**src/ddio_terminal_cfg.svh**
```systemverilog
// constants of the digital terminal configuration block: offsets, field
// widths, reset values, function codes and timing counts
// assumes a 25 MHz system clock and word-aligned Wishbone byte addresses
// Behaviour
// - force mask bit forces its input ON
// - level register reports inputs one to ten
// - filter time 1..32767 us, default 1000
// - per-input polarity, 0 low-active, 1 high-active
// - routing 0: outputs one, two follow codes
// - routing 1: outputs carry encoder A, B
// - routing 2: output one Z, two function
// - output codes 0..99; 26 OFF, 27 ON
// - output two default 13, three default 0
// - state register reports outputs one..six bits
// - each input has function code 0..99
`ifndef DDIO_TERMINAL_CFG_SVH
`define DDIO_TERMINAL_CFG_SVH

`define DDIO_NUM_IN 10
`define DDIO_NUM_OUT 6
`define DDIO_NUM_FUNC 100
`define DDIO_CODE_W 7
`define DDIO_FILT_W 15
`define DDIO_CODE_MAX 7'h63
`define DDIO_CODE_OFF 7'h1A
`define DDIO_CODE_ON 7'h1B

`define DDIO_OFF_FORCE 8'h00
`define DDIO_OFF_LEVEL 8'h04
`define DDIO_OFF_FILTER 8'h08
`define DDIO_OFF_POLARITY 8'h0C
`define DDIO_OFF_ROUTE 8'h10
`define DDIO_OFF_EFFECT 8'h14
`define DDIO_OFF_OUTSTATE 8'h18
`define DDIO_OFF_OUTCODE 8'h20
`define DDIO_OFF_INCODE 8'h40

`define DDIO_RST_FORCE 10'h000
`define DDIO_RST_FILTER 15'h03E8
`define DDIO_RST_POLARITY 10'h000
`define DDIO_RST_ROUTE 2'h0
`define DDIO_RST_OUTCODE1 7'h09
`define DDIO_RST_OUTCODE2 7'h0D
`define DDIO_RST_OUTCODE_OTHER 7'h00
`define DDIO_RST_INCODE 7'h00
`define DDIO_FILT_MIN 15'h0001

`define DDIO_CLK_HZ 25000000
`define DDIO_TICK_US 1
`define DDIO_TICK_CYCLES ((`DDIO_CLK_HZ / 1000000) * `DDIO_TICK_US)

`endif

```
**src/ddio_pkg.sv**
```systemverilog
// types shared by the digital terminal configuration modules
// assumes ddio_terminal_cfg.svh supplies the widths
`default_nettype none
`include "ddio_terminal_cfg.svh"
package ddio_pkg;
    typedef enum logic [1:0] {DDIO_ROUTE_FUNC, DDIO_ROUTE_AB, DDIO_ROUTE_Z} ddio_route_type;
    typedef logic [`DDIO_CODE_W-1:0] ddio_code_type;
    typedef logic [`DDIO_FILT_W-1:0] ddio_filt_type;
endpackage : ddio_pkg
`default_nettype wire

```
**src/ddio_filter_if.sv**
```systemverilog
// carrier between the register logic and the input filter
// assumes both ends run on the same system clock
`timescale 1ns/10ps
`default_nettype none
interface ddio_filter_if #(parameter int WIDTH = 10);
    import ddio_pkg::*;
    logic [WIDTH-1:0] rawLevel;
    logic [WIDTH-1:0] filtered;
    ddio_filt_type filterTime;
    logic usTick;
    modport ctrl(output rawLevel, output filterTime, output usTick, input filtered);
    modport filt(input rawLevel, input filterTime, input usTick, output filtered);
endinterface : ddio_filter_if
`default_nettype wire

```
**src/ddio_terminal_config.sv**
```systemverilog
// digital terminal configuration: registers over classic Wishbone, input
// sync, filter, polarity and force, and output function routing
// assumes pins are asynchronous, drive functions and encoder pulses are
// on sys_clk, and the master holds a request until ack
//
// The Wishbone slave port and the placing of the registers were left to the implementer.
`timescale 1ns/10ps
`default_nettype none
module ddio_terminal_config
    import ddio_pkg::*;
#(
    parameter int NUM_IN = `DDIO_NUM_IN,
    parameter int NUM_OUT = `DDIO_NUM_OUT
) (
    input wire logic sys_clk,
    input wire logic reset,
    input wire logic wb_cyc_i,
    input wire logic wb_stb_i,
    input wire logic wb_we_i,
    input wire logic [7:0] wb_adr_i,
    input wire logic [3:0] wb_sel_i,
    input wire logic [31:0] wb_dat_i,
    output logic [31:0] wb_dat_o,
    output logic wb_ack_o,
    input wire logic [NUM_IN-1:0] inputPins,
    input wire logic [`DDIO_NUM_FUNC-1:0] driveFunctions,
    input wire logic encA,
    input wire logic encB,
    input wire logic encZ,
    output logic [NUM_OUT-1:0] outputPins,
    output logic [NUM_IN-1:0] effectiveInputs,
    output logic [NUM_IN*`DDIO_CODE_W-1:0] inputFunctionCodes
);
    localparam int TICK_CYCLES = `DDIO_TICK_CYCLES;

    // refuse sizes that the fixed register layout cannot serve
    if (NUM_IN != `DDIO_NUM_IN || NUM_OUT != `DDIO_NUM_OUT) begin : gen_bad_size
        $error("register layout serves ten inputs and six outputs only");
    end

    // byte-lane merge for writes with partial select
    function automatic logic [31:0] laneMerge(input logic [31:0] oldV,
                                              input logic [31:0] newV,
                                              input logic [3:0] sel);
        logic [31:0] res;
        res = oldV;
        for (int b = 0; b < 4; b++) begin
            if (sel[b]) begin
                res[b*8 +: 8] = newV[b*8 +: 8];
            end
        end
        return res;
    endfunction : laneMerge

    // a function code picks a drive signal; 26 and 27 are constants
    function automatic logic codeLevel(input ddio_code_type code,
                                       input logic [`DDIO_NUM_FUNC-1:0] funcs);
        logic lvl;
        lvl = 1'b0;
        if (code == `DDIO_CODE_OFF) begin
            lvl = 1'b0;
        end else if (code == `DDIO_CODE_ON) begin
            lvl = 1'b1;
        end else if (code <= `DDIO_CODE_MAX) begin
            lvl = funcs[code];
        end
        return lvl;
    endfunction : codeLevel

    logic [NUM_IN-1:0] forceMask;
    logic [NUM_IN-1:0] polarity;
    ddio_filt_type filterTime;
    ddio_route_type routeSel;
    ddio_code_type outCode [NUM_OUT];
    ddio_code_type inCode [NUM_IN];
    logic [NUM_IN-1:0] syncFirst;
    logic [NUM_IN-1:0] syncSecond;
    logic [4:0] tickCount;
    logic usTick;
    logic [31:0] next_readData;
    logic [31:0] wrValue;
    logic [5:0] wordIdx;
    logic busTake;
    logic busWrite;
    logic [5:0] outIdx;
    logic [5:0] inIdx;
    logic [NUM_OUT-1:0] next_outputs;

    ddio_filter_if #(.WIDTH(NUM_IN)) filtBus();

    // pins cross into sys_clk through two flops before anything reads them
    always_ff @(posedge sys_clk or posedge reset) begin
        if (reset) begin
            syncFirst <= '0;
            syncSecond <= '0;
        end else begin
            syncFirst <= inputPins;
            syncSecond <= syncFirst;
        end
    end

    // microsecond enable for the filter counters
    always_ff @(posedge sys_clk or posedge reset) begin
        if (reset) begin
            tickCount <= '0;
            usTick <= 1'b0;
        end else if (tickCount == 5'(TICK_CYCLES - 1)) begin
            tickCount <= '0;
            usTick <= 1'b1;
        end else begin
            tickCount <= tickCount + 5'h01;
            usTick <= 1'b0;
        end
    end

    assign filtBus.rawLevel = syncSecond;
    assign filtBus.filterTime = filterTime;
    assign filtBus.usTick = usTick;

    ddio_input_filter #(.WIDTH(NUM_IN)) u_filter (
        .sys_clk(sys_clk),
        .reset(reset),
        .fil(filtBus.filt)
    );

    // bus decode; a register write lands on the edge that sees ack high
    assign wordIdx = wb_adr_i[7:2];
    assign busTake = wb_cyc_i & wb_stb_i & ~wb_ack_o;
    assign busWrite = wb_cyc_i & wb_stb_i & wb_we_i & wb_ack_o;
    assign outIdx = wordIdx - 6'(`DDIO_OFF_OUTCODE >> 2);
    assign inIdx = wordIdx - 6'(`DDIO_OFF_INCODE >> 2);

    always_comb begin
        wrValue = 32'h0000_0000;
        unique case ({wordIdx, 2'b00})
            `DDIO_OFF_FORCE: wrValue = laneMerge({22'h0, forceMask}, wb_dat_i, wb_sel_i);
            `DDIO_OFF_FILTER: wrValue = laneMerge({17'h0, filterTime}, wb_dat_i, wb_sel_i);
            `DDIO_OFF_POLARITY: wrValue = laneMerge({22'h0, polarity}, wb_dat_i, wb_sel_i);
            `DDIO_OFF_ROUTE: wrValue = laneMerge({30'h0, routeSel}, wb_dat_i, wb_sel_i);
            default: wrValue = laneMerge(32'h0000_0000, wb_dat_i, wb_sel_i);
        endcase
    end

    // single-cycle answer: ack one cycle after the request, then low again
    always_ff @(posedge sys_clk or posedge reset) begin
        if (reset) begin
            wb_ack_o <= 1'b0;
        end else begin
            wb_ack_o <= busTake;
        end
    end

    // force mask and polarity words
    always_ff @(posedge sys_clk or posedge reset) begin
        if (reset) begin
            forceMask <= `DDIO_RST_FORCE;
            polarity <= `DDIO_RST_POLARITY;
        end else if (busWrite) begin
            if ({wordIdx, 2'b00} == `DDIO_OFF_FORCE) begin
                forceMask <= wrValue[NUM_IN-1:0];
            end
            if ({wordIdx, 2'b00} == `DDIO_OFF_POLARITY) begin
                polarity <= wrValue[NUM_IN-1:0];
            end
        end
    end

    // filter time: zero is outside the range and is ignored
    always_ff @(posedge sys_clk or posedge reset) begin
        if (reset) begin
            filterTime <= `DDIO_RST_FILTER;
        end else if (busWrite && {wordIdx, 2'b00} == `DDIO_OFF_FILTER) begin
            if (wrValue[`DDIO_FILT_W-1:0] >= `DDIO_FILT_MIN) begin
                filterTime <= wrValue[`DDIO_FILT_W-1:0];
            end
        end
    end

    // routing selector: the unused code three is refused
    always_ff @(posedge sys_clk or posedge reset) begin
        if (reset) begin
            routeSel <= DDIO_ROUTE_FUNC;
        end else if (busWrite && {wordIdx, 2'b00} == `DDIO_OFF_ROUTE) begin
            if (wrValue[1:0] != 2'h3) begin
                routeSel <= ddio_route_type'(wrValue[1:0]);
            end
        end
    end

    // output function codes; values above 99 are refused
    always_ff @(posedge sys_clk or posedge reset) begin
        if (reset) begin
            for (int k = 0; k < NUM_OUT; k++) begin
                outCode[k] <= `DDIO_RST_OUTCODE_OTHER;
            end
            outCode[0] <= `DDIO_RST_OUTCODE1;
            outCode[1] <= `DDIO_RST_OUTCODE2;
        end else if (busWrite && outIdx < 6'(NUM_OUT) && wb_sel_i[0]) begin
            if (wb_dat_i[`DDIO_CODE_W-1:0] <= `DDIO_CODE_MAX) begin
                outCode[outIdx[2:0]] <= wb_dat_i[`DDIO_CODE_W-1:0];
            end
        end
    end

    // input function codes, exported to the drive's input decoder
    always_ff @(posedge sys_clk or posedge reset) begin
        if (reset) begin
            for (int k = 0; k < NUM_IN; k++) begin
                inCode[k] <= `DDIO_RST_INCODE;
            end
        end else if (busWrite && inIdx < 6'(NUM_IN) && wb_sel_i[0]) begin
            if (wb_dat_i[`DDIO_CODE_W-1:0] <= `DDIO_CODE_MAX) begin
                inCode[inIdx[3:0]] <= wb_dat_i[`DDIO_CODE_W-1:0];
            end
        end
    end

    for (genvar i = 0; i < NUM_IN; i++) begin : gen_incode
        assign inputFunctionCodes[i*`DDIO_CODE_W +: `DDIO_CODE_W] = inCode[i];
    end

    // effective input: polarity turns level into ON, force overrides
    always_ff @(posedge sys_clk or posedge reset) begin
        if (reset) begin
            effectiveInputs <= '0;
        end else begin
            effectiveInputs <= ~(filtBus.filtered ^ polarity) | forceMask;
        end
    end

    // output routing; outputs three to six always follow their codes
    always_comb begin
        for (int k = 0; k < NUM_OUT; k++) begin
            next_outputs[k] = codeLevel(outCode[k], driveFunctions);
        end
        unique case (routeSel)
            DDIO_ROUTE_FUNC: begin
            end
            DDIO_ROUTE_AB: begin
                next_outputs[0] = encA;
                next_outputs[1] = encB;
            end
            DDIO_ROUTE_Z: begin
                next_outputs[0] = encZ;
            end
            default: begin
            end
        endcase
    end

    always_ff @(posedge sys_clk or posedge reset) begin
        if (reset) begin
            outputPins <= '0;
        end else begin
            outputPins <= next_outputs;
        end
    end

    // read mux; unmapped words read zero
    always_comb begin
        next_readData = 32'h0000_0000;
        if (outIdx < 6'(NUM_OUT)) begin
            next_readData = {25'h0, outCode[outIdx[2:0]]};
        end else if (inIdx < 6'(NUM_IN)) begin
            next_readData = {25'h0, inCode[inIdx[3:0]]};
        end else begin
            unique case ({wordIdx, 2'b00})
                `DDIO_OFF_FORCE: next_readData = {22'h0, forceMask};
                `DDIO_OFF_LEVEL: next_readData = {22'h0, filtBus.filtered};
                `DDIO_OFF_FILTER: next_readData = {17'h0, filterTime};
                `DDIO_OFF_POLARITY: next_readData = {22'h0, polarity};
                `DDIO_OFF_ROUTE: next_readData = {30'h0, routeSel};
                `DDIO_OFF_EFFECT: next_readData = {22'h0, effectiveInputs};
                `DDIO_OFF_OUTSTATE: next_readData = {26'h0, outputPins};
                default: next_readData = 32'h0000_0000;
            endcase
        end
    end

    // read data is sampled with the request, so it matches the ack cycle
    always_ff @(posedge sys_clk or posedge reset) begin
        if (reset) begin
            wb_dat_o <= 32'h0000_0000;
        end else if (busTake) begin
            wb_dat_o <= next_readData;
        end
    end
endmodule : ddio_terminal_config
`default_nettype wire

```
**src/ddio_input_filter.sv**
```systemverilog
// low-speed input filter: a level is accepted once it has held steady
// for the programmed number of microsecond ticks
// assumes synchronised inputs and a one-cycle microsecond tick
`timescale 1ns/10ps
`default_nettype none
module ddio_input_filter #(
    parameter int WIDTH = 10
) (
    input wire logic sys_clk,
    input wire logic reset,
    ddio_filter_if.filt fil
);
    import ddio_pkg::*;

    // refuse a width that leaves no terminal to filter
    if (WIDTH < 1) begin : gen_bad_width
        $error("filter width must be at least one");
    end

    // one counter per terminal; a bounce restarts its count
    for (genvar i = 0; i < WIDTH; i++) begin : gen_bit
        ddio_filt_type holdCount;
        always_ff @(posedge sys_clk or posedge reset) begin
            if (reset) begin
                holdCount <= '0;
                fil.filtered[i] <= 1'b0;
            end else if (fil.rawLevel[i] == fil.filtered[i]) begin
                holdCount <= '0;
            end else if (fil.usTick) begin
                if (holdCount + 15'h0001 >= fil.filterTime) begin
                    fil.filtered[i] <= fil.rawLevel[i];
                    holdCount <= '0;
                end else begin
                    holdCount <= holdCount + 15'h0001;
                end
            end
        end
    end
endmodule : ddio_input_filter
`default_nettype wire

```
**config.mk**
```make
export PLATFORM = sky130hd
export DESIGN_NAME = ddio_terminal_config
export DESIGN_NICKNAME = d
export VERILOG_FILES = /design/src/ddio_pkg.sv /design/src/ddio_filter_if.sv /design/src/ddio_terminal_config.sv /design/src/ddio_input_filter.sv
export VERILOG_INCLUDE_DIRS = /design/src
export SDC_FILE = /design/constraint.sdc
export NUM_CORES = 1
export LEC_CHECK = 0
export BUFFER_PORTS_ARGS = -buffer_cell sky130_fd_sc_hd__buf_2
export CAP_MARGIN = 20
export CELL_PAD_IN_SITES_DETAIL_PLACEMENT = 1
export CELL_PAD_IN_SITES_GLOBAL_PLACEMENT = 2
export CORE_UTILIZATION = 30
export CTS_BUF_LIST = sky130_fd_sc_hd__clkbuf_4
export CTS_CLUSTER_DIAMETER = 200
export DETAILED_ROUTE_END_ITERATION = 8
export GPL_TIMING_DRIVEN = 0
export PLACE_DENSITY = 0.61
export SYNTH_ARGS = -nofsm -noshare
export SYNTH_HDL_FRONTEND = slang
export SYNTH_SLANG_ARGS = --single-unit
```
**constraint.sdc**
```tcl
create_clock -name sys_clk -period 28.7 [get_ports sys_clk]
set_clock_uncertainty 0.15 [all_clocks]
set_input_delay 7.175 -clock sys_clk [delete_from_list [all_inputs] [get_ports sys_clk]]
set_output_delay 7.175 -clock sys_clk [all_outputs]
set_load 0.01 [all_outputs]
```
After elaboration in Yosys (flattened, before gate mapping)
Index checks and enable logic that the tools add are counted.
Widths: inputs -> output; s select.
- equal/unequal tests: 32
- multiplexer cells: 89
- reduce and logical (&&, ||, !) cells: 35
- $lt $le $gt $ge: 30
- bitwise operators: 20
- add/subtract/negate cells: 13
- operators by type and width (cell ; number):
    $mux 15 ; 32
    $add 15x1->15 const B ; 10
    $ge 15x15->1 ; 10
    $pmux 15 s7 ; 1
    $eq 7x5->1 const B ; 12
    $bwmux 70 ; 1
    $mux 7 ; 10
    $pmux 15 s4 ; 1
    $le 7x7->1 const B ; 7
    $lt 7x8->1 const B ; 6
    $bmux 1 s7 ; 6
    $bwmux 42 ; 1
    $mux 8 ; 5
    $reduce_and 3->1 ; 10
    $bmux 7 s4 ; 1
    $demux 7 s4 ; 1
    $mux 1 ; 26
    $bmux 7 s3 ; 1
    $demux 7 s3 ; 1
    $reduce_bool 2->1 ; 10
    $eq 6x3->1 const B ; 3
    $ge 15x1->1 const B ; 1
    $eq 6x2->1 const B ; 2
    $reduce_and 2->1 ; 6
    other kinds (26) ; 55
- input port bits: 162
- logic and storage cells: 267
- bits in registers: 384

Depth between registers and ports, before layout
- depth in word-level cells: 7
- mapped depth: 17
- gate-level depth less buffers: 15

Cells and area by module
Synthesis repeated with hierarchy kept, for this count alone.
- cell total of the unflattened synthesis: 2468
- area, all modules: 26933.3 um^2
- modules (own cells, without submodules) (module ; cells an instance ; area each (um^2) ; times used):
    ddio_terminal_config ; 1150 ; 14811.7 ; 1
    ddio_input_filter ; 1318 ; 12121.6 ; 1

Worst setup path before layout
OpenSTA, ideal clock, no wires.
- kind: in2reg
- start: in wb_adr_i[5]
- end: reg outCode[36] (netlist bit)
- buffers on the path: 3
- arrival time: 9.322 ns
- stages: 11
- slack: 19.103 ns
- cells stage by stage: clkbuf_1 > inv_1 > ha_1 > xnor2_1 > and4_1 > clkbuf_1 > nand2b_1 > nand2b_1 > clkbuf_1 > nor3_2 > mux2_2
- cells in the longest elaborated chain, start to end: 5
- RTL lines (element ; RTL line ; RTL):
    start, declared ; ddio_terminal_config.sv:20 ; input wire logic [7:0] wb_adr_i,
    $sub 6x4->6 ; ddio_terminal_config.sv:130 ; assign outIdx = wordIdx - 6'(`DDIO_OFF_OUTCODE >> 2);
    $lt 6x3->1 ; ddio_terminal_config.sv:198 ; end else if (busWrite && outIdx < 6'(NUM_OUT) && wb_sel_i[0]) begin
    $logic_and 1x1->1 (2 in series) ; ddio_terminal_config.sv:198 ;
    $reduce_and 2->1 (no source line) ; n/a ;
    end signal, assigned by index ; ddio_terminal_config.sv:194 ; outCode[k] <= `DDIO_RST_OUTCODE_OTHER;
    end signal, assigned by index ; ddio_terminal_config.sv:200 ; outCode[outIdx[2:0]] <= wb_dat_i[`DDIO_CODE_W-1:0];
    end, declared ; ddio_terminal_config.sv:74 ; ddio_code_type outCode [NUM_OUT];
Every way passes these cells.
A chain may end at the register's enable or synchronous reset.

Worst setup path in the final report
Same ends and word-level chain as after synthesis.

==> results.json <==
{
  "status": "completed",
  "yosys.area.top_type": "dfrtp_1",
  "fp.coreArea_sq_mm": 0.0868,
  "grt_max_degree": 112,
  "maxCapViolCount": 0,
  "cp_cell_sequence": "buf_2 -> clkbuf_1 -> inv_1 -> ha_1 -> xnor2_1 -> and4_1 -> clkbuf_1 -> nand2b_1 -> nand2b_1 -> clkbuf_1 -> nor3_2 -> mux2_2",
  "cts_tree": "yes",
  "final_cells": 3964,
  "grt_pass1_wl_microns": 155000,
  "clk_pin_slew_ns": 0.07,
  "rows": 108,
  "antenna_found_initial": 10,
  "setup_viol": 0,
  "synth.avg_cell_area_sq_um": 11.2,
  "drive_gt1_share_pct": 29.1,
  "gp_congestion": 0.829,
  "startpoint_type": "input pin",
  "finalSetupTns_ns": 0,
  "power_density_mw_per_mm2": 37.6,
  "ys_seq_area_share_pct": 35.0,
  "nNetsFinal": 3043,
  "synth_top_area_share_pct": 33.9,
  "place_ws_ns": 17.94,
  "cts_buffers": 109,
  "path_common_cell": "clkbuf_1",
  "leakage_nw": 13.7,
  "area_growth_syn_to_layout_pct": 15.9,
  "insertion_delay_ns": 0.94,
  "io_pins": 281,
  "slew_headroom_pct": 26.2,
  "rsz0062_at_grt": "false",
  "first_iter_violations": 1239,
  "overflow": 0,
  "ys_top_cells_by_area": "dfrtp_1 (34%), mux4_2 (16%), ha_1 (7.8%), mux2_2 (5.7%), xnor2_1 (2.5%)",
  "cts-resized-gates": 0,
  "clock-root-buffer": "clkbuf_4",
  "synthCells": 2346,
  "cp_max_fo": 10,
  "synth_edf_count": 0,
  "ys_types": 74,
  "hpwl_microns": 75000,
  "critPathMaxStageDelay_ns": 0.71,
  "hold_viol_final": 0,
  "cp_data_arrival_time_ns": 10.58,
  "drc_errors": 0,
  "hold_buffers": 0,
  "fin_crit_sh_pct": 34.7,
  "via_per_inst": 5.55,
  "postCtsSetupBuffers": 0,
  "grt_pass1_vias": 23900,
  "ys_warn_count": 0,
  "start_util_pct": 30.3,
  "min_path_type": "flip-flop to flip-flop",
  "num_vias": 22000,
  "cts_max_level": 3,
  "detail-route-antenna-nets": 0,
  "critical_path_required_ns": 29.32,
  "utilization_pct": 35.1,
  "fmax_ghz": 0.100,
  "wl_per_cell_microns": 25.7,
  "ys_seq_elements": 367,
  "peakVddDrop_mv": 0.0247,
  "period_minus_slack_ns": 9.96,
  "tightestPinTransition_ns": 1.10,
  "grt_usage_pct": 23.0,
  "cpMaxStageDelayCell": "nor3_2",
  "report.final.slew_viol_count": 0,
  "layout_setup_ws_ns": 18.74,
  "power.total_w": 0.00114,
  "synth_ff_type": "dfrtp_1",
  "async_flop_share_pct": 100,
  "drt_first_pass_iters": 5,
  "synth_area_sq_mm": 0.0263,
  "crit_type": "input pin to flip-flop",
  "postRouteWirelength_microns": 102000,
  "clk_path_buf_depth": 3,
  "numPlacedInstances": 3758,
  "n_fill_cell": 9761,
  "cts.sinks": 367,
  "end_kind": "flip-flop",
  "die_w_microns": 298,
  "die_area_sq_mm": 0.0889,
  "die_h_microns": 298,
  "io_buffers": 236
}
==> layer usage <==
layer	vias up	GRT usage (%)	routed length [microns]
li1	9786	-	-
met1	11400	30.0	44600
met2	641	37.9	48800
met3	163	5.43	5980
met4	10	6.69	2480
met5	-	0	69
==> final cells by class <==
cell class | instances | area [sq um] | area share, %
antenna | 6 | 15.0 | 0.0493
buffer | 156 | 723 | 2.37
clock buffer | 158 | 1190 | 3.89
clock inverter | 40 | 160 | 0.525
inverter | 54 | 210 | 0.690
multi-input combinational | 1785 | 16200 | 53.3
sequential | 367 | 9200 | 30.2
tap | 1155 | 1450 | 4.74
timing repair buffer | 243 | 1300 | 4.25
==> synth_stat cells, types with 72 or more instances <==
| cell type | instances |
|---|---|
| nand2_1 | 175 |
| o21ai_0 | 86 |
| nor2_1 | 98 |
| xnor2_1 | 76 |
| clkbuf_1 | 98 |
| xor2_1 | 72 |
| ha_1 | 165 |
| dfrtp_1 | 356 |
| mux4_2 | 189 |
| nand3_1 | 105 |
| a21oi_1 | 89 |
| mux2_2 | 134 |
==> placed cells by master, fill, tap and decap left out, types with 12 or more instances in the layout <==
master and count:
a32o_1 44, inv_1 50, nor2_1 98, o21a_1 12, nand2b_1 40, mux2_2 134
a22o_1 70, xnor2_1 76, mux4_2 189, mux2i_1 48, o21ai_0 86, clkinv_1 31
a21o_1 42, nor2b_1 20, nand3_1 105, buf_4 24, a22oi_1 21, ha_1 165
and2_1 14, buf_2 263, and3_1 26, a31oi_1 17, o211ai_1 16, nand2_1 175
xor2_1 72, nand4_1 31, clkbuf_1 98, dfrtp_1 356, clkbuf_4 158, a21oi_1 89
conb_1 17, nor3_1 25
==> metrics by stage <==
step | area, sq um | hold WS, ns
after floorplan | 26400 | 0.181
after global placement | 29000 | 0.185
after detailed placement | 29100 | 0.186
after CTS | 30400 | 0.200
after global routing | 30500 | 0.219
final | 30500 | 0.199
==> critical path: cells and delay by family <==
kind                       cells  cell delay (ns)
and+or+nand+nor                4             1.27
xor gates and xnor gates       1             0.15
buffers and inverters          5             1.32
muxes                          1             0.42
adders and majority gates      1             0.23
==> power by group <==
part | total (W) | internal [W] | switching [W] | leakage, nW
sequential | 0.000527 | 0.000522 | 0.00000467 | 4.94
clock | 0.000505 | 0.000252 | 0.000254 | 0.808
combinational | 0.000113 | 0.0000431 | 0.0000699 | 7.94
total | 0.00114 | 0.000817 | 0.000328 | 13.7
==> registers in the layout, indices dropped and copies added, names as in the netlist <==
name                        count
routeSel                        2
outputPins                      6
u_filter.gen_bit.holdCount    150
inputFunctionCodes             70
forceMask                      10
tickCount                       5
wb_ack_o                        1
polarity                       10
effectiveInputs                10
filtBus.filterTime             15
filtBus.rawLevel               10
wb_dat_o                       15
syncFirst                      10
filtBus.usTick                  1
u_filter.fil.filtered          10
outCode                        42
==> kinds of logic after synthesis <==
logic type	after synthesis	synth area share, %
compound gates	473	12.7
xor+xnor	148	4.93
fa+ha+maj	165	7.85
buf+inv	210	3.52
flops	367	35.0
mux	377	24.3
other cells	1	0.0143
simple gates	605	11.7
==> worst paths after layout <==
kind	cells after the start	end	start	slack, ns
setup / recovery	12	outCode[36]	wb_adr_i[5]	18.74
hold / removal	0	filtBus.rawLevel[3]	syncFirst[3]	0.20
setup reg to reg	16	u_filter.fil.filtered[7]	u_filter.gen_bit[7].holdCount[0]	24.22
hold reg to reg	0	filtBus.rawLevel[3]	syncFirst[3]	0.20
max in group asynchronous	4	u_filter.gen_bit[7].holdCount[14]	reset	20.87
min in group asynchronous	2	syncFirst[0]	reset	6.15
Note: power is estimated with default switching activity, not from simulation.
